## src/design/tsr_pkg.sv

```systemverilog
// shared constants and types of the touch scan and report block
package tsr_pkg;
    // clock and timing
    localparam int unsigned CLK_HZ      = 20_000_000;
    localparam int unsigned SENSE_US    = 50;
    localparam int unsigned LED_US      = 50;
    localparam int unsigned SENSE_CYC   = (CLK_HZ / 1_000_000) * SENSE_US;
    localparam int unsigned LED_CYC     = (CLK_HZ / 1_000_000) * LED_US;
    localparam logic [10:0] SENSE_LAST  = 11'(SENSE_CYC - 1);
    localparam logic [10:0] LED_LAST    = 11'(LED_CYC - 1);
    localparam int unsigned PWM_HZ      = 2_000_000;
    localparam logic [3:0]  PWM_LAST    = 4'(CLK_HZ / PWM_HZ - 1);
    localparam int unsigned MS_PER_SEC  = 1000;
    localparam int unsigned MS_CYC_DEF  = CLK_HZ / MS_PER_SEC;
    localparam int unsigned TONE_BASE_HZ = 1000;
    localparam int unsigned TONE_HALF_DEF = CLK_HZ / (2 * TONE_BASE_HZ);
    // frame layout
    localparam int unsigned N_BTN       = 8;
    localparam logic [3:0]  PROX_SLOT   = 4'h8;
    // buzzer phase limits in ms
    localparam logic [4:0]  BUZ_MIN_MS  = 5'h05;
    localparam logic [4:0]  BUZ_MAX_MS  = 5'h1e;
    // reporting policies
    localparam logic [1:0]  RPT_ALL     = 2'h0;
    localparam logic [1:0]  RPT_SINGLE  = 2'h1;
    localparam logic [1:0]  RPT_STRONG  = 2'h2;

    typedef enum logic {SCAN_SENSE, SCAN_LED} tsr_phase_t;
    typedef enum logic [1:0] {BZ_IDLE, BZ_ONE, BZ_TWO} tsr_buz_t;
endpackage

```

## src/design/tsr_scan.sv

```systemverilog
// scan sequencer, touch detection, reporting, pwm outputs and buzzer
// What this block does
// - a frame holds nine slots: eight buttons and one proximity slot
// - every slot is walked even if disabled, so frame length is fixed
// - each sensing slot is followed by an led drive interval
// - skip frames omit sensing but keep the led drive timing
// - scan period is one sensing frame plus the inserted skip frames
// - active mode uses its own short programmable scan period
// - sleep mode uses its own longer programmable scan period
// - with sleep enabled, a frame with no touch or proximity enters sleep
// - a touch or proximity while asleep returns to active mode
// - host may force the operating mode and the device obeys
// - touch at threshold plus hysteresis, release below threshold minus it
// - proximity slot senses combined inputs and gives an on/off state
// - a touch while the buzzer is idle plays a two phase square wave tone on the buzzer
// - the tone plays at most once per touch, never repeated while held
// - buzzer enable, idle level, tones and durations are settable
// - each analog output is a pwm with a six bit duty setting
// - idle duty when no mapped button reported, else that button's duty
// - each output reports one button; buttons map to either or both
// - policies all, single, strongest; all leaves analog outputs off
// - single keeps first touch; on release next shown now or after idle
// - touches in the same scan period: lowest index wins, except under strongest
// - strongest switches only to a stronger touch
// - phase durations 5 to 30 ms, tones 1, 2, 4 or 8 khz
module tsr_scan
    import tsr_pkg::*;
#(
    parameter int unsigned MS_CYC       = MS_CYC_DEF,
    parameter int unsigned TONE_HALF_1K = TONE_HALF_DEF
) (
    input  wire logic        ref_clk,
    input  wire logic        arst_n,
    input  wire logic [7:0]  chan_enable,
    input  wire logic        prox_enable,
    input  wire logic [7:0]  prox_combine,
    input  wire logic        sense_valid,
    input  wire logic [15:0] sense_value,
    input  wire logic [15:0] touch_thresh,
    input  wire logic [15:0] touch_hyst,
    input  wire logic [15:0] prox_thresh,
    input  wire logic [15:0] prox_hyst,
    input  wire logic [7:0]  active_skip,
    input  wire logic [7:0]  sleep_skip,
    input  wire logic        sleep_enable,
    input  wire logic        mode_force,
    input  wire logic        mode_force_sleep,
    input  wire logic [1:0]  rpt_policy,
    input  wire logic        rpt_idle_gap,
    input  wire logic [7:0]  map_first,
    input  wire logic [7:0]  map_second,
    input  wire logic [5:0]  idle_duty_first,
    input  wire logic [5:0]  idle_duty_second,
    input  wire logic [47:0] btn_duty,
    input  wire logic        buz_enable,
    input  wire logic        buz_idle_level,
    input  wire logic [1:0]  buz_tone_one,
    input  wire logic [1:0]  buz_tone_two,
    input  wire logic [4:0]  buz_ms_one,
    input  wire logic [4:0]  buz_ms_two,
    output logic             sense_start,
    output logic [3:0]       sense_chan,
    output logic             sense_window,
    output logic [7:0]       sense_combine,
    output logic             led_drive,
    output logic             sleep_mode,
    output logic [7:0]       touch_status,
    output logic             prox_status,
    output logic             report_valid,
    output logic [2:0]       report_btn,
    output logic             analog_output_first,
    output logic             analog_output_second,
    output logic             buzzer_out
);
    if (MS_CYC < 16 || MS_CYC > 32767) begin : g_ms_chk
        $error("MS_CYC out of range for the 15 bit ms counter");
    end
    if (TONE_HALF_1K < 16 || TONE_HALF_1K > 16383) begin : g_tone_chk
        $error("TONE_HALF_1K out of range for the 14 bit tone counter");
    end

    localparam logic [14:0] MS_LAST   = 15'(MS_CYC - 1);
    localparam logic [13:0] TONE_HALF = 14'(TONE_HALF_1K);

    typedef struct packed {
        tsr_phase_t      ph;
        logic [3:0]      slot;
        logic [10:0]     tcnt;
        logic            skip_fr;
        logic [7:0]      skip_left;
        logic            sleep;
        logic            act;
        logic [7:0]      touched;
        logic [7:0][15:0] str;
        logic            prox;
        logic            rep_v;
        logic [2:0]      rep;
        tsr_buz_t        bz;
        logic [14:0]     ms_cnt;
        logic [4:0]      ms_left;
        logic [13:0]     tn_cnt;
        logic            buz;
        logic [3:0]      pdiv;
        logic [5:0]      pcnt;
        logic            ao1;
        logic            ao2;
        logic            start;
    } tsr_state_t;
    tsr_state_t st_q;
    tsr_state_t st_d;
    // hysteresis decision shared by buttons and proximity
    function automatic logic hyst_next(input logic cur, input logic [15:0] v,
                                       input logic [15:0] thr,
                                       input logic [15:0] hy);
        logic [16:0] hi;
        logic [16:0] lo;
        hi = {1'b0, thr} + {1'b0, hy};
        lo = (thr > hy) ? {1'b0, thr - hy} : 17'h0_0000;
        if (!cur)
            return ({1'b0, v} >= hi);
        else
            return !({1'b0, v} < lo);
    endfunction

    // phase duration clamped into the legal window
    function automatic logic [4:0] clamp_ms(input logic [4:0] ms);
        if (ms < BUZ_MIN_MS)
            return BUZ_MIN_MS;
        else if (ms > BUZ_MAX_MS)
            return BUZ_MAX_MS;
        else
            return ms;
    endfunction
    function automatic logic [5:0] duty_of(input logic [2:0] b,
                                           input logic [47:0] tab);
        return tab[6*b +: 6];
    endfunction

    logic       frame_end;
    logic       new_touch;
    logic [2:0] low_idx;
    logic [2:0] strong_idx;
    logic [7:0] skip_now;
    logic       pwm_wrap;
    always_comb begin
        st_d      = st_q;
        st_d.start = 1'b0;
        frame_end = (st_q.ph == SCAN_LED) && (st_q.tcnt == LED_LAST)
                    && (st_q.slot == PROX_SLOT);
        low_idx    = 3'h0;
        strong_idx = 3'h0;
        for (int i = N_BTN - 1; i >= 0; i--) begin
            if (st_q.touched[i])
                low_idx = 3'(i);
        end
        for (int i = 0; i < N_BTN; i++) begin
            if (st_q.touched[i] && (!st_q.touched[strong_idx]
                || st_q.str[i] > st_q.str[strong_idx]))
                strong_idx = 3'(i);
        end

        st_d.tcnt = st_q.tcnt + 11'h001;
        if (st_q.ph == SCAN_SENSE && st_q.tcnt == SENSE_LAST) begin
            st_d.ph   = SCAN_LED;
            st_d.tcnt = 11'h000;
        end else if (st_q.ph == SCAN_LED && st_q.tcnt == LED_LAST) begin
            st_d.ph    = SCAN_SENSE;
            st_d.tcnt  = 11'h000;
            st_d.slot  = (st_q.slot == PROX_SLOT) ? 4'h0 : st_q.slot + 4'h1;
            st_d.start = 1'b1;
        end

        new_touch = 1'b0;
        if (st_q.ph == SCAN_SENSE && !st_q.skip_fr && sense_valid) begin
            if (st_q.slot == PROX_SLOT) begin
                st_d.prox = prox_enable
                    && hyst_next(st_q.prox, sense_value, prox_thresh, prox_hyst);
            end else begin
                st_d.touched[st_q.slot[2:0]] = chan_enable[st_q.slot[2:0]]
                    && hyst_next(st_q.touched[st_q.slot[2:0]], sense_value,
                                 touch_thresh, touch_hyst);
                st_d.str[st_q.slot[2:0]] = sense_value;
                new_touch = st_d.touched[st_q.slot[2:0]]
                            && !st_q.touched[st_q.slot[2:0]];
            end
        end
        st_d.act = st_q.act | (|st_d.touched) | st_d.prox;

        if (mode_force)
            st_d.sleep = mode_force_sleep;

        skip_now = 8'h00;
        if (frame_end) begin
            st_d.act = 1'b0;
            if (!st_q.skip_fr) begin
                if (!mode_force) begin
                    if (st_q.sleep && st_q.act)
                        st_d.sleep = 1'b0;
                    else if (!st_q.sleep && sleep_enable && !st_q.act)
                        st_d.sleep = 1'b1;
                end
                skip_now = st_d.sleep ? sleep_skip : active_skip;
                if (!st_q.rep_v || !st_q.touched[st_q.rep]) begin
                    if (st_q.rep_v && rpt_idle_gap) begin
                        st_d.rep_v = 1'b0;
                    end else begin
                        st_d.rep_v = |st_q.touched;
                        st_d.rep = (rpt_policy == RPT_STRONG) ? strong_idx
                                                              : low_idx;
                    end
                end else if (rpt_policy == RPT_STRONG
                             && st_q.str[strong_idx] > st_q.str[st_q.rep]) begin
                    st_d.rep_v = !rpt_idle_gap;
                    st_d.rep   = strong_idx;
                end
            end else begin
                skip_now = st_q.skip_left - 8'h01;
            end
            // the programmed number of skip frames, if any, follows each sensing frame
            st_d.skip_left = skip_now;
            st_d.skip_fr   = (skip_now != 8'h00);
        end

        st_d.ms_cnt = st_q.ms_cnt + 15'h0001;
        st_d.tn_cnt = st_q.tn_cnt + 14'h0001;
        case (st_q.bz)
            BZ_IDLE: begin
                st_d.buz = buz_idle_level;
                if (new_touch && buz_enable) begin
                    st_d.bz      = BZ_ONE;
                    st_d.ms_cnt  = 15'h0000;
                    st_d.tn_cnt  = 14'h0000;
                    st_d.ms_left = clamp_ms(buz_ms_one);
                    st_d.buz     = !buz_idle_level;
                end
            end
            BZ_ONE, BZ_TWO: begin
                if (st_q.tn_cnt == (TONE_HALF >> (st_q.bz == BZ_ONE
                        ? buz_tone_one : buz_tone_two)) - 14'h0001) begin
                    st_d.tn_cnt = 14'h0000;
                    st_d.buz    = !st_q.buz;
                end
                if (st_q.ms_cnt == MS_LAST) begin
                    st_d.ms_cnt  = 15'h0000;
                    st_d.ms_left = st_q.ms_left - 5'h01;
                    if (st_q.ms_left == 5'h01) begin
                        st_d.tn_cnt = 14'h0000;
                        if (st_q.bz == BZ_ONE) begin
                            st_d.bz      = BZ_TWO;
                            st_d.ms_left = clamp_ms(buz_ms_two);
                        end else begin
                            st_d.bz  = BZ_IDLE;
                            st_d.buz = buz_idle_level;
                        end
                    end
                end
            end
            default: begin
                st_d.bz = BZ_IDLE;
            end
        endcase
        if (!buz_enable) begin
            st_d.bz  = BZ_IDLE;
            st_d.buz = buz_idle_level;
        end

        // 64 step pwm at 2 mhz
        pwm_wrap = (st_q.pdiv == PWM_LAST);
        st_d.pdiv = pwm_wrap ? 4'h0 : st_q.pdiv + 4'h1;
        if (pwm_wrap)
            st_d.pcnt = st_q.pcnt + 6'h01;
        st_d.ao1 = 1'b0;
        st_d.ao2 = 1'b0;
        if (rpt_policy != RPT_ALL) begin
            st_d.ao1 = st_q.pcnt < ((st_q.rep_v && map_first[st_q.rep])
                ? duty_of(st_q.rep, btn_duty) : idle_duty_first);
            st_d.ao2 = st_q.pcnt < ((st_q.rep_v && map_second[st_q.rep])
                ? duty_of(st_q.rep, btn_duty) : idle_duty_second);
        end
    end
    always_ff @(posedge ref_clk or negedge arst_n) begin
        if (!arst_n) begin
            st_q       <= '0;
            st_q.ph    <= SCAN_SENSE;
            st_q.bz    <= BZ_IDLE;
            st_q.start <= 1'b1;
        end else begin
            st_q <= st_d;
        end
    end

    assign sense_start   = st_q.start && !st_q.skip_fr;
    assign sense_chan    = st_q.slot;
    assign sense_window  = (st_q.ph == SCAN_SENSE) && !st_q.skip_fr;
    assign sense_combine = (st_q.slot == PROX_SLOT && prox_enable)
                           ? prox_combine : 8'h00;
    assign led_drive     = (st_q.ph == SCAN_LED);
    assign sleep_mode    = st_q.sleep;
    assign touch_status  = st_q.touched;
    assign prox_status   = st_q.prox;
    assign report_valid  = st_q.rep_v && (rpt_policy != RPT_ALL);
    assign report_btn    = st_q.rep;
    assign analog_output_first  = st_q.ao1;
    assign analog_output_second = st_q.ao2;
    assign buzzer_out    = st_q.buz;
    frame_slots_a: assert property (
        @(posedge ref_clk) disable iff (!arst_n) st_q.slot <= PROX_SLOT)
        else $error("slot index beyond the proximity slot");
    slot_order_a: assert property (
        @(posedge ref_clk) disable iff (!arst_n)
        (st_q.ph == SCAN_LED && st_q.tcnt == LED_LAST) |=>
        st_q.ph == SCAN_SENSE && st_q.slot ==
        (($past(st_q.slot) == PROX_SLOT) ? 4'h0 : $past(st_q.slot) + 4'h1))
        else $error("slot did not advance in rotation");
    led_length_a: assert property (
        @(posedge ref_clk) disable iff (!arst_n)
        $fell(led_drive) |-> $past(st_q.tcnt) == LED_LAST)
        else $error("led interval wrong length");
    skip_quiet_a: assert property (
        @(posedge ref_clk) disable iff (!arst_n)
        st_q.skip_fr |-> !sense_start && !sense_window)
        else $error("sensing during a skip frame");
    sleep_entry_a: assert property (
        @(posedge ref_clk) disable iff (!arst_n)
        (frame_end && !st_q.skip_fr && !mode_force && sleep_enable
         && !st_q.sleep && !st_q.act) |=> sleep_mode)
        else $error("idle frame did not enter sleep");
    wake_up_a: assert property (
        @(posedge ref_clk) disable iff (!arst_n)
        (frame_end && !st_q.skip_fr && !mode_force && st_q.sleep && st_q.act)
        |=> !sleep_mode)
        else $error("activity did not wake the device");
    forced_mode_a: assert property (
        @(posedge ref_clk) disable iff (!arst_n)
        mode_force ##1 mode_force |-> sleep_mode == $past(mode_force_sleep))
        else $error("forced mode not held");
    touch_detect_a: assert property (
        @(posedge ref_clk) disable iff (!arst_n)
        (sense_window && sense_valid && st_q.slot != PROX_SLOT
         && chan_enable[st_q.slot[2:0]]
         && {1'b0, sense_value} >= {1'b0, touch_thresh} + {1'b0, touch_hyst})
        |=> touch_status[$past(st_q.slot[2:0])])
        else $error("value above upper threshold not seen as touch");
    buzzer_idle_a: assert property (
        @(posedge ref_clk) disable iff (!arst_n)
        ($past(arst_n) && st_q.bz == BZ_IDLE && $past(st_q.bz) == BZ_IDLE
         && $stable(buz_idle_level)) |-> buzzer_out == buz_idle_level)
        else $error("buzzer not at idle level");
    all_policy_a: assert property (
        @(posedge ref_clk) disable iff (!arst_n)
        $past(rpt_policy) == RPT_ALL |->
        !analog_output_first && !analog_output_second)
        else $error("analog output active in all policy");
    pwm_period_a: assert property (
        @(posedge ref_clk) disable iff (!arst_n)
        (st_q.pcnt == 6'h3f && pwm_wrap) |=> st_q.pcnt == 6'h00)
        else $error("pwm period not 64 steps");
endmodule // tsr_scan
```

## config.mk

```make
export PLATFORM = sky130hd
export DESIGN_NAME = tsr_scan
export DESIGN_NICKNAME = d
export VERILOG_FILES = /design/src/design/tsr_pkg.sv /design/src/design/tsr_scan.sv
export SDC_FILE = /design/constraint.sdc
export NUM_CORES = 1
export LEC_CHECK = 0
export ABC_AREA = 1
export BUFFER_PORTS_ARGS = -buffer_cell sky130_fd_sc_hd__buf_4
export CAP_MARGIN = 40
export CORE_MARGIN = 2
export CORE_UTILIZATION = 50
export CTS_CLUSTER_SIZE = 14
export DETAILED_ROUTE_END_ITERATION = 16
export PLACE_DENSITY = 0.7
export SYNTH_ARGS = -nofsm -noshare
export SYNTH_HDL_FRONTEND = slang
export SYNTH_SLANG_ARGS = --single-unit
export TNS_END_PERCENT = 10
```

## constraint.sdc

```tcl
create_clock -name ref_clk -period 17.03 [get_ports ref_clk]
set_clock_uncertainty 0.05 [all_clocks]
set_input_delay 3.406 -clock ref_clk [delete_from_list [all_inputs] [get_ports ref_clk]]
set_output_delay 3.406 -clock ref_clk [all_outputs]
set_load 0.005 [all_outputs]
```

# Word level (Yosys, flattened, before mapping)
# Cells that the tools add are included.
[word_totals]
reg_bits = 218
latch_bits = 0
ram_bits = 0
romBits = 0
inputBits = 214
out_inout_bits = 32
wordCells = 283
memories = 0
[classes]
addsub = 13
n_mul = 1
n_div = 0
magnitude_cmp = 30
eq_ne = 16
n_shift = 2
mux = 118
n_bitwise = 6
n_reduce_logical = 68
[ops]
columns = ["cell", "count"]
rows = [
  ["$bmux W16 S3", 8],
  ["$mux W16", 12],
  ["$gt A16 B16 Y1", 10],
  ["$mux W137", 1],
  ["$mux W136", 1],
  ["$bwmux W128", 1],
  ["$mux W37", 2],
  ["$pmux W35 S2", 1],
  ["$demux W16 S3", 1],
  ["$mux W3", 16],
  ["$shiftx A48 B7 Y6", 1],
  ["$bmux W1 S3", 12],
  ["$lt A3 B4 Y1 const B", 9],
  ["$mux W1", 36],
  ["$add A16 B16 Y17", 2],
  ["$ge A16 B17 Y1", 2],
  ["$lt A16 B16 Y1", 2],
  ["$mux W8", 4],
  ["$sub A16 B16 Y16", 2],
  ["$logic_and A1 B1 Y1", 27],
  ["$mux W5", 5],
  ["$mux W20", 1],
  ["$logic_not A1 Y1", 18],
  ["$mux W4", 4],
  ["42 further kinds", 76],
]

# Depth between registers and ports, before layout
# Gate-level depths: netlist (run 1).
[depth]
word_depth = 46
depth_mapped = 132
ltp_nobuf = 124

# Worst setup path after synthesis (run 1)
# Ideal clock, no wire load.
[synth_path]
kind = "flip-flop to flip-flop"
startpoint = "register with a tool-made name"
endpoint = "register st_q, in the netlist report_btn[2]"
setup_ps = 95
t_arrival_ps = 14125
required_time_ps = 16885
path_slack_ps = 2760
path_stages_with_launch = 117
path_buffers = 11
period_less_slack_ps = 14270
path_cell_list = "dfrtp_1 > inv_1 > ha_1 > a21oi_1 > nor2_1 > nor3_1 > nand2_1 > nand2_1 > nand2_1 > nand2_1 > a21oi_2 > inv_1 > buf_1 > nor2_1 > a21oi_1 > ha_1 > nand2_1 > inv_1 > [81 not listed] > nand2_2 > inv_2 > buf_2 > nand3_1 > nand3_1 > nand2_1 > ha_1 > nand2_1 > o21ai_0 > a21o_1 > a21oi_1 > o21ai_0 > nand2_1 > o2111ai_1 > a31o_2 > nand2_1 > a31o_2 > o31ai_1"
[synth_rtl]
columns = ["item", "line", "rtl"]
rows = [
  ["to (signal assigned)", "tsr_scan.sv:288", "st_q <= st_d;"],
  ["to (decl)", "tsr_scan.sv:109", "tsr_state_t st_q;"],
]

==> results.md, run 1 <==
| Group | Metric | Reported |
| --- | --- | --- |
| status | Outcome | complete, no violations |
| clock network | CTS Buffer Depth | 3 |
| yosys | Proportion of synthesized flip-flops having asynchronous set or reset | 100% |
| timing | Final Worst Setup Slack | 0.700 ns |
| grt | Vias in the first global route | 24800 |
| critical path | Largest stage delay on the critical path | 0.36 ns |
| power and ir drop | Clock power frac | 45.1% |
| power and ir drop | Switching power | 0.399 mW |
| yosys | Number of storage elements in the synthesis netlist | 218 |
| routing | Routed vias/inst | 6.11 |
| yosys | Register area share after synthesis | 23.6% |
| critical path | Crit-path most repeated cell | sky130_fd_sc_hd__nand2_1 |
| clock network | Reg clk slew, reported paths | 0.06 ns |
| timing | Period utilisation layout | 95.9% |
| routing | Remaining antenna violation count after routing | 0 |
| yosys | Number of standard cells after synthesis | 3448 |
| power and ir drop | Combinational share of power | 17.8% |
| grt | Largest net degree at the start of global routing | 88 |
| yosys | Synthesized-area fraction occupied by and/or/nand/nor cells | 24.3% |
| die | Total Die Area | 47900 sq um |
| die | FP Rows | 78 |
| cells and area | Fillers | 4256 |
| yosys | Total of warnings raised by yosys | 0 |
| timing | Peak Freq | 61.2 MHz |
| yosys | Post-synthesis area per instance | 6.69 sq um |
| critical path | Worst Setup Path Type | reg -> reg |
| cells and area | Area Growth Syn to Fin | 19.6% |
| power and ir drop | Sw frac | 28.5% |
| yosys | Proportion of netlist area held by the largest area contributor | 23.5% |
| power and ir drop | Leakage | 13.4 nW |
| grt | M1 GR Usage | 50.8% |
| power and ir drop | Sequential Power Share | 37.1% |
| yosys | Synth unique cells | 62 |
| routing | Detailed router's first-iteration violation count | 3067 |
| cells and area | Net total in the final layout | 4199 |
| power and ir drop | Power Dens Cells | 50.7 nW/um^2 |
| yosys | Most frequent cells after synthesis | sky130_fd_sc_hd__nand2_1, sky130_fd_sc_hd__o21ai_0, sky130_fd_sc_hd__inv_1, sky130_fd_sc_hd__a21oi_1, sky130_fd_sc_hd__ha_1 |
| timing | Post-layout min period | 16.33 ns |
| clock network | Cts bufs inserted | 27 |
| routing | Post-route DRC violation count | 0 |
| grt | Initial antenna violation count | 0 |
| yosys | Total nets after synthesis | 3948 |
| yosys | Area fraction in compound gates after synthesis | 24.2% |
| critical path | Worst path required time | 17.47 ns |
| clock network | Clock tree root buffer cell | sky130_fd_sc_hd__clkbuf_16 |
| power and ir drop | Worst IR Drop VDD | 74.4 uV |
| die | Starting density of the core | 50.7% |
| critical path | Worst EP arrival | 16.77 ns |
| timing | Relative max-transition margin | 40.3% |
| yosys | Most frequent cell after synthesis | sky130_fd_sc_hd__nand2_1 |
| place | Number of port buffers | 245 |
| yosys | Mux share of post-synthesis cell area | 0.130% |
| critical path | Critical Path Sink Type | flop |
| power and ir drop | Total power consumption of the routed design | 1.40 mW |
| yosys | Cell accounting for the most synthesized area | sky130_fd_sc_hd__dfrtp_1 |
| place | Setup slack at placement | -1.11 ns |
| critical path | Type of origin of the critical path | flop |
| timing | Slew of the pin with the lowest slew margin | 0.896 ns |
| die | Core footprint | 45500 sq um |
| clock network | Sinks on the clock net | 218 |
| routing | Total routed wirelength | 93500 um |
| timing | Count of final setup violators | 0 |
| critical path | Slowest cell on the critical path | sky130_fd_sc_hd__ha_1 |
| yosys | Post-synthesis xor/xnor area fraction | 1.90% |
| clock network | Clock tree from TritonCTS | built |
| grt | Met2 track utilization from global routing | 60.8% |
| yosys | Number of synthesized flops with an enable pin | 0 |
| die | Die boundary width | 219 um |
| die | I/O Pins | 246 |
| timing | Final worst hold slack | 0.407 ns |
| yosys | Primary FF master, synth | sky130_fd_sc_hd__dfrtp_1 |
| yosys | Synth area leaders | sky130_fd_sc_hd__dfrtp_1, sky130_fd_sc_hd__ha_1, sky130_fd_sc_hd__nand2_1 |
| cells and area | Layout cell share with drive strength beyond 1 | 14.8% |
| run | Number of max-cap violations | 0 |
| clock network | Clock latency at the later pin of the worst-skew pair | 0.59 ns |
| grt | Global-route wire length before repair | 142000 um |
| timing | Final-report hold violation count | 0 |
| power and ir drop | Internal cell power | 1.00 mW |
| place | Gp weighted congestion | 1.14 |
| yosys | Mapped Area | 23100 sq um |
| routing | Total via count after detailed routing | 26400 |
| critical path | Maximum fanout along the worst path | 29 |
| grt | Total Routing Usage GR | 38.1% |
| routing | Average wire per cell in the routed design | 21.6 um |
| grt | Met3 GRT Util | 6.65% |
| timing | Pins Over Slew Limit | 0 |
| place | Placed cell areas | 25800 sq um |
| routing | TritonRoute pass-1 iters | 7 |
| yosys | Combinational family with the most area after synthesis | simple AND/OR/NAND/NOR gates |
| clock network | H-Tree Depth | 1 |
| place | HPWL Detailed | 71100 um |
| grt | GRT overflow | 0 |
| grt | Most Crowded Layer GR | met2 |
| cells and area | Non-Filler Cell Area, Final | 27600 sq um |
| die | Vertical die dimension | 219 um |
| worst hold path | Worst min path class | reg -> reg |
| yosys | Adder-cell share of the synthesized area | 15.6% |
[logic make-up (layout without fill, tap and decap cells)]
group                    Yosys count  in the layout
multiplexers                       3              3
AO/OA/AOI/OAI                    976            976
XOR/XNOR                          50             50
adder cells (fa/ha/maj)          286            286
buffers and inverters            578            847
other                              0              1
AND/OR/NAND/NOR                 1337           1340
flip-flops                       218            218
[cells in the final DEF (no fill, tap or decap), drive strengths merged, types with 55 or more instances in the layout]
cell type,Yosys,final
dfrtp,217,217
nor2,270,270
o211ai,55,55
nand2,734,737
o21ai,426,426
buf,61,382
a21oi,292,292
nand3,218,218
inv,407,403
ha,282,282
[path summary, 6_finish.rpt]
kind / from / end / slack, ns / depth (start not counted)
min: st_q[202] / st_q[202] / 0.41 / 1
min reg2reg: st_q[202] / st_q[202] / 0.41 / 1
min in group asynchronous: arst_n / st_q[203] / 2.75 / 1
max reg2reg: flop / report_btn[1] / 0.70 / 109
max: flop / report_btn[1] / 0.70 / 109
max in group asynchronous: arst_n / asynchronous set/reset pin / 13.10 / 3
[power by group through the flow]
stage / Sequential, mW / Clock [mW] / Combinational [mW]
finish: 0.519 / 0.631 / 0.250
global route: 0.519 / 0.655 / 0.284
CTS: 0.519 / 0.636 / 0.249
detailed placement: 0.529 / 0 / 0.247
global placement: 0.529 / 0 / 0.238
floorplan: 0.529 / 0 / 0.144
[area by class of cell]
type / count / area (sq um) / area share [%]
multi-input cells: 2655 / 15600 / 56.7
repair buffers: 384 / 3170 / 11.5
clock inverters: 17 / 224 / 0.811
inverters: 411 / 1590 / 5.75
diodes: 1 / 2.50 / 0.00907
repair inverters: 2 / 12.5 / 0.0453
clock buffers: 33 / 748 / 2.71
flip-flops and latches: 218 / 5460 / 19.8
well taps: 600 / 751 / 2.72
[metal layers]
layer | part of all wire, % | up-vias
li1 | - | 12300
met1 | 41 | 12400
met2 | 44 | 1472
met3 | 10 | 285
met4 | 4.5 | 0
met5 | 0 | -
[repair_timing]
action                                 CTS  global route
resized for setup                       22           107
buffers inserted                         5            21
setup endpoints to repair                4             4
hold buffers                             0             0
gates cloned                             1             6
pin swaps                                1            20
endpoints found under the hold margin    0             0
[through the flow]
stage / util (%) / setup TNS [ns] / cells
floorplan: - / 0 / 3448
CTS: 59.2 / 0 / 4293
detailed placement: 56.8 / -3.84 / 4237
global route: 60.7 / -0.119 / 4320
finish: 60.7 / 0 / 4321
global placement: 56.6 / -3.48 / 4232
[worst max-delay path: cells and delay by family (launching register included)]
family	cells	cell delay (ns)
and+or+nand+nor	49	5.12
DFF	1	0.34
buffers and inverters	19	3.06
adders and majority gates	8	2.24
AOI/OAI and AO/OA	33	5.33
(Power assumes the default switching activity.)
==> run 2, diff against run 1 <==
--- a/config.mk
+++ b/config.mk
@@ -10,9 +10,8 @@
 export CAP_MARGIN = 40
 export CORE_MARGIN = 2
 export CORE_UTILIZATION = 50
-export CTS_CLUSTER_SIZE = 14
 export DETAILED_ROUTE_END_ITERATION = 16
-export PLACE_DENSITY = 0.7
+export PLACE_DENSITY = 0.69
 export SYNTH_ARGS = -nofsm -noshare
 export SYNTH_HDL_FRONTEND = slang
 export SYNTH_SLANG_ARGS = --single-unit
==> run 2 against run 1 <==
Die area did not move. Critical path depth fell by 5. Flip-flop and latch count did not move. Clock-buffer cell count rose by 4. Setup slack got worse by 0.023 ns. Worst hold slack improved by 0.0092 ns. Non-clock buffer count fell by 21. Power fell by 4.0%. Core utilization fell by 1.0 points. Clock power fell by 8.9%. Wire length fell by 1.5%. Sequential share of layout area rose by 0.35 points. Critical path type unchanged. Critical endpoint is now report_btn[0].
==> results.md, run 2 (synthesis results as in run 1) <==
| Group | Metric | Reported | Change |
| --- | --- | --- | --- |
| timing | Post-layout min period | 16.35 ns | +0.0229 ns |
| critical path | Maximum fanout along the worst path | 38 | +31% |
| place | Number of port buffers | 245 | unchanged |
| cells and area | Area occupied by registers | 5460 sq um | about the same |
| grt | Global-route wire length before repair | 140000 um | -1.2% |
| timing | Slew of the pin with the lowest slew margin | 0.884 ns | -0.0119 ns |
| grt | Total Routing Usage GR | 37.6% | -0.52 points |
| timing | Final-report hold violation count | 0 | unchanged |
| status | Outcome | complete, no violations |  |
| routing | Remaining antenna violation count after routing | 0 | unchanged |
| cells and area | Layout cell share with drive strength beyond 1 | 13.9% | -0.84 points |
| power and ir drop | Leakage | 13.3 nW | -1.2% |
| cells and area | Non-Filler Cell Area, Final | 27100 sq um | -1.7% |
| place | Placed cell areas | 25600 sq um | -0.75% |
| routing | Average wire per cell in the routed design | 21.5 um | -0.87% |
| clock network | Number of hold buffers added after CTS | 0 | unchanged |
| die | Vertical die dimension | 219 um | unchanged |
| timing | Count of final setup violators | 0 | unchanged |
| critical path | Slowest cell on the critical path | sky130_fd_sc_hd__dfrtp_2 |  |
| timing | Peak Freq | 61.2 MHz | -0.14% |
| power and ir drop | Clock power frac | 42.8% | -2.3 points |
| cells and area | Most frequent cells in the layout | sky130_fd_sc_hd__nand2_1, sky130_fd_sc_hd__o21ai_0, sky130_fd_sc_hd__inv_1 |  |
| die | Starting density of the core | 50.7% | unchanged |
| run | Number of max-cap violations | 0 | unchanged |
| routing | Total via count after detailed routing | 26100 | -1.2% |
| clock network | Clock tree from TritonCTS | built |  |
| routing | Post-route DRC violation count | 0 | unchanged |
| die | I/O Pins | 246 | unchanged |
| clock network | Cts bufs inserted | 26 | -3.7% |
| critical path | Largest stage delay on the critical path | 0.48 ns | +0.12 ns |
| clock network | Reg clk slew, reported paths | 0.06 ns | about the same |
| critical path | Critical Path Sink Type | flop |  |
| power and ir drop | Worst IR Drop VDD | 77.1 uV | +3.6% |
| cells and area | Area Growth Syn to Fin | 17.6% |  |
| critical path | Worst Setup Path Type | reg -> reg |  |
| die | FP Rows | 78 | unchanged |
| place | HPWL Detailed | 69100 um | -2.8% |
| routing | Total routed wirelength | 92200 um | -1.5% |
| die | Core footprint | 45500 sq um | unchanged |
| grt | Initial antenna violation count | 0 | unchanged |
| cells and area | Multi-input gate area in the final layout | 15600 sq um | -0.57% |
| die | Total Die Area | 47900 sq um | unchanged |
| place | Gp weighted congestion | 1.05 | -7.4% |
| routing | Routed vias/inst | 6.07 | -0.61% |
| clock network | Sinks on the clock net | 218 | unchanged |
| die | Die boundary width | 219 um | unchanged |
| power and ir drop | Sw frac | 28.9% | +0.40 points |
| clock network | Clock latency at the later pin of the worst-skew pair | 0.58 ns | about the same |
| grt | GRT overflow | 0 | unchanged |
| power and ir drop | Switching power | 0.388 mW | -2.7% |
| worst hold path | Worst min path class | reg -> reg |  |
| power and ir drop | Combinational share of power | 18.6% | +0.8 points |
| grt | Vias in the first global route | 24500 | -1.4% |
| power and ir drop | Total power consumption of the routed design | 1.34 mW | -4.0% |
| critical path | Crit-path most repeated cell | sky130_fd_sc_hd__nand2_1 |  |
| power and ir drop | Internal cell power | 0.955 mW | -4.6% |
| cells and area | Commonest non-fill, non-tap cell in the layout | sky130_fd_sc_hd__nand2_1 |  |
| critical path | Worst EP arrival | 16.78 ns | about the same |
| cells and area | Fillers | 4325 | +1.6% |
| grt | Largest net degree at the start of global routing | 101 | +15% |
| clock network | Clock tree root buffer cell | sky130_fd_sc_hd__clkbuf_16 |  |
| routing | TritonRoute pass-1 iters | 6 | -1 |
| critical path | Worst path required time | 17.45 ns | -0.02 ns |
| timing | Pins Over Slew Limit | 0 | unchanged |
| power and ir drop | Sequential Power Share | 38.6% | +1.5 points |
| power and ir drop | Power Dens Cells | 49.5 nW/um^2 | -2.4% |
| clock network | H-Tree Depth | 1 | unchanged |
| routing | Detailed router's first-iteration violation count | 2793 | -8.9% |
| clock network | CTS Buffer Depth | 3 | unchanged |
| timing | Period utilisation layout | 96.0% | +0.13 points |
| cells and area | Net total in the final layout | 4174 | -0.60% |
| critical path | Type of origin of the critical path | flop |  |
| timing | Relative max-transition margin | 40.4% | +0.17 points |
| critical path | R2R Setup Slk | 0.68 ns | -0.02 ns |
## run 2: cell types whose count changed in the layout (fill, tap and decap cells not counted), moves of 4 or more
cell	change
sky130_fd_sc_hd__buf_12	-6
sky130_fd_sc_hd__clkinvlp_4	-9
sky130_fd_sc_hd__clkbuf_1	+6
sky130_fd_sc_hd__nor2_1	+6
sky130_fd_sc_hd__nand2_2	+4
sky130_fd_sc_hd__inv_2	+4
sky130_fd_sc_hd__buf_4	-10
## run 2: routing by layer
metal | wire [um] | part of all wire [%] | track usage [%]
met3 | 8650 | 9.4 | 5.78
met1 | 36900 | 40 | 49.2
met5 | 0 | 0 | 0
met2 | 41100 | 45 | 60.6
met4 | 5580 | 6.1 | 18.4
## run 2: power groups by stage
stage | clock network, mW | logic [mW] | registers, mW
floorplan | 0 | 0.144 | 0.529
global placement | 0 | 0.238 | 0.529
detailed placement | 0 | 0.248 | 0.529
CTS | 0.580 | 0.249 | 0.519
global route | 0.599 | 0.284 | 0.519
finish | 0.575 | 0.250 | 0.519
## run 2: path summary, 6_finish.rpt
| path | startpoint | cells past startpoint | end |
|---|---|---|---|
| max | flop | 104 | report_btn[0] |
| min | st_q[202] | 1 | st_q[202] |
| max reg2reg | flop | 104 | report_btn[0] |
| min reg2reg | st_q[202] | 1 | st_q[202] |
| max in group asynchronous | arst_n | 2 | st_q[18] |
| min in group asynchronous | arst_n | 1 | analog_output_first |
## run 2: metrics by stage
step / std cells / hold WS (ns) / TNS [ns] / util [%] / worst slack (ns)
after detailed placement: 4217 / 0.403 / -5.24 / 56.3 / -1.38
after floorplan: 3448 / 0.383 / 0 / - / 2.76
final: 4295 / 0.416 / 0 / 59.7 / 0.677
after CTS: 4272 / 0.418 / 0 / 58.6 / 0.0967
after global routing: 4294 / 0.461 / -0.231 / 59.7 / -0.0932
after global placement: 4215 / 0.397 / -5.21 / 56.3 / -1.35
## run 2: timing repair
action                                  CTS  global route
resized for setup                        23            77
buffers inserted                          6            18
cloned                                    1             4
pin swaps                                 3            16
endpoints found under the setup margin    4             4
## run 2: layout make-up
type | instances | share of cell area (%)
Antenna cell | 1 | 0.00922
Clock buffer | 37 | 2.70
Clock inverter | 11 | 0.470
Inverter | 411 | 5.79
Multi-Input combinational cell | 2654 | 57.3
Sequential cell | 218 | 20.1
Tap cell | 600 | 2.77
Timing Repair Buffer | 363 | 10.8
## run 2: worst max-delay path, delay by kind of cell (launching register included)
kind / cells / cell delay (ns)
AOI/OAI and AO/OA: 29 / 5.24
adders and majority gates: 8 / 2.53
buffers and inverters: 15 / 2.41
DFF: 1 / 0.48
and+or+nand+nor: 52 / 5.45
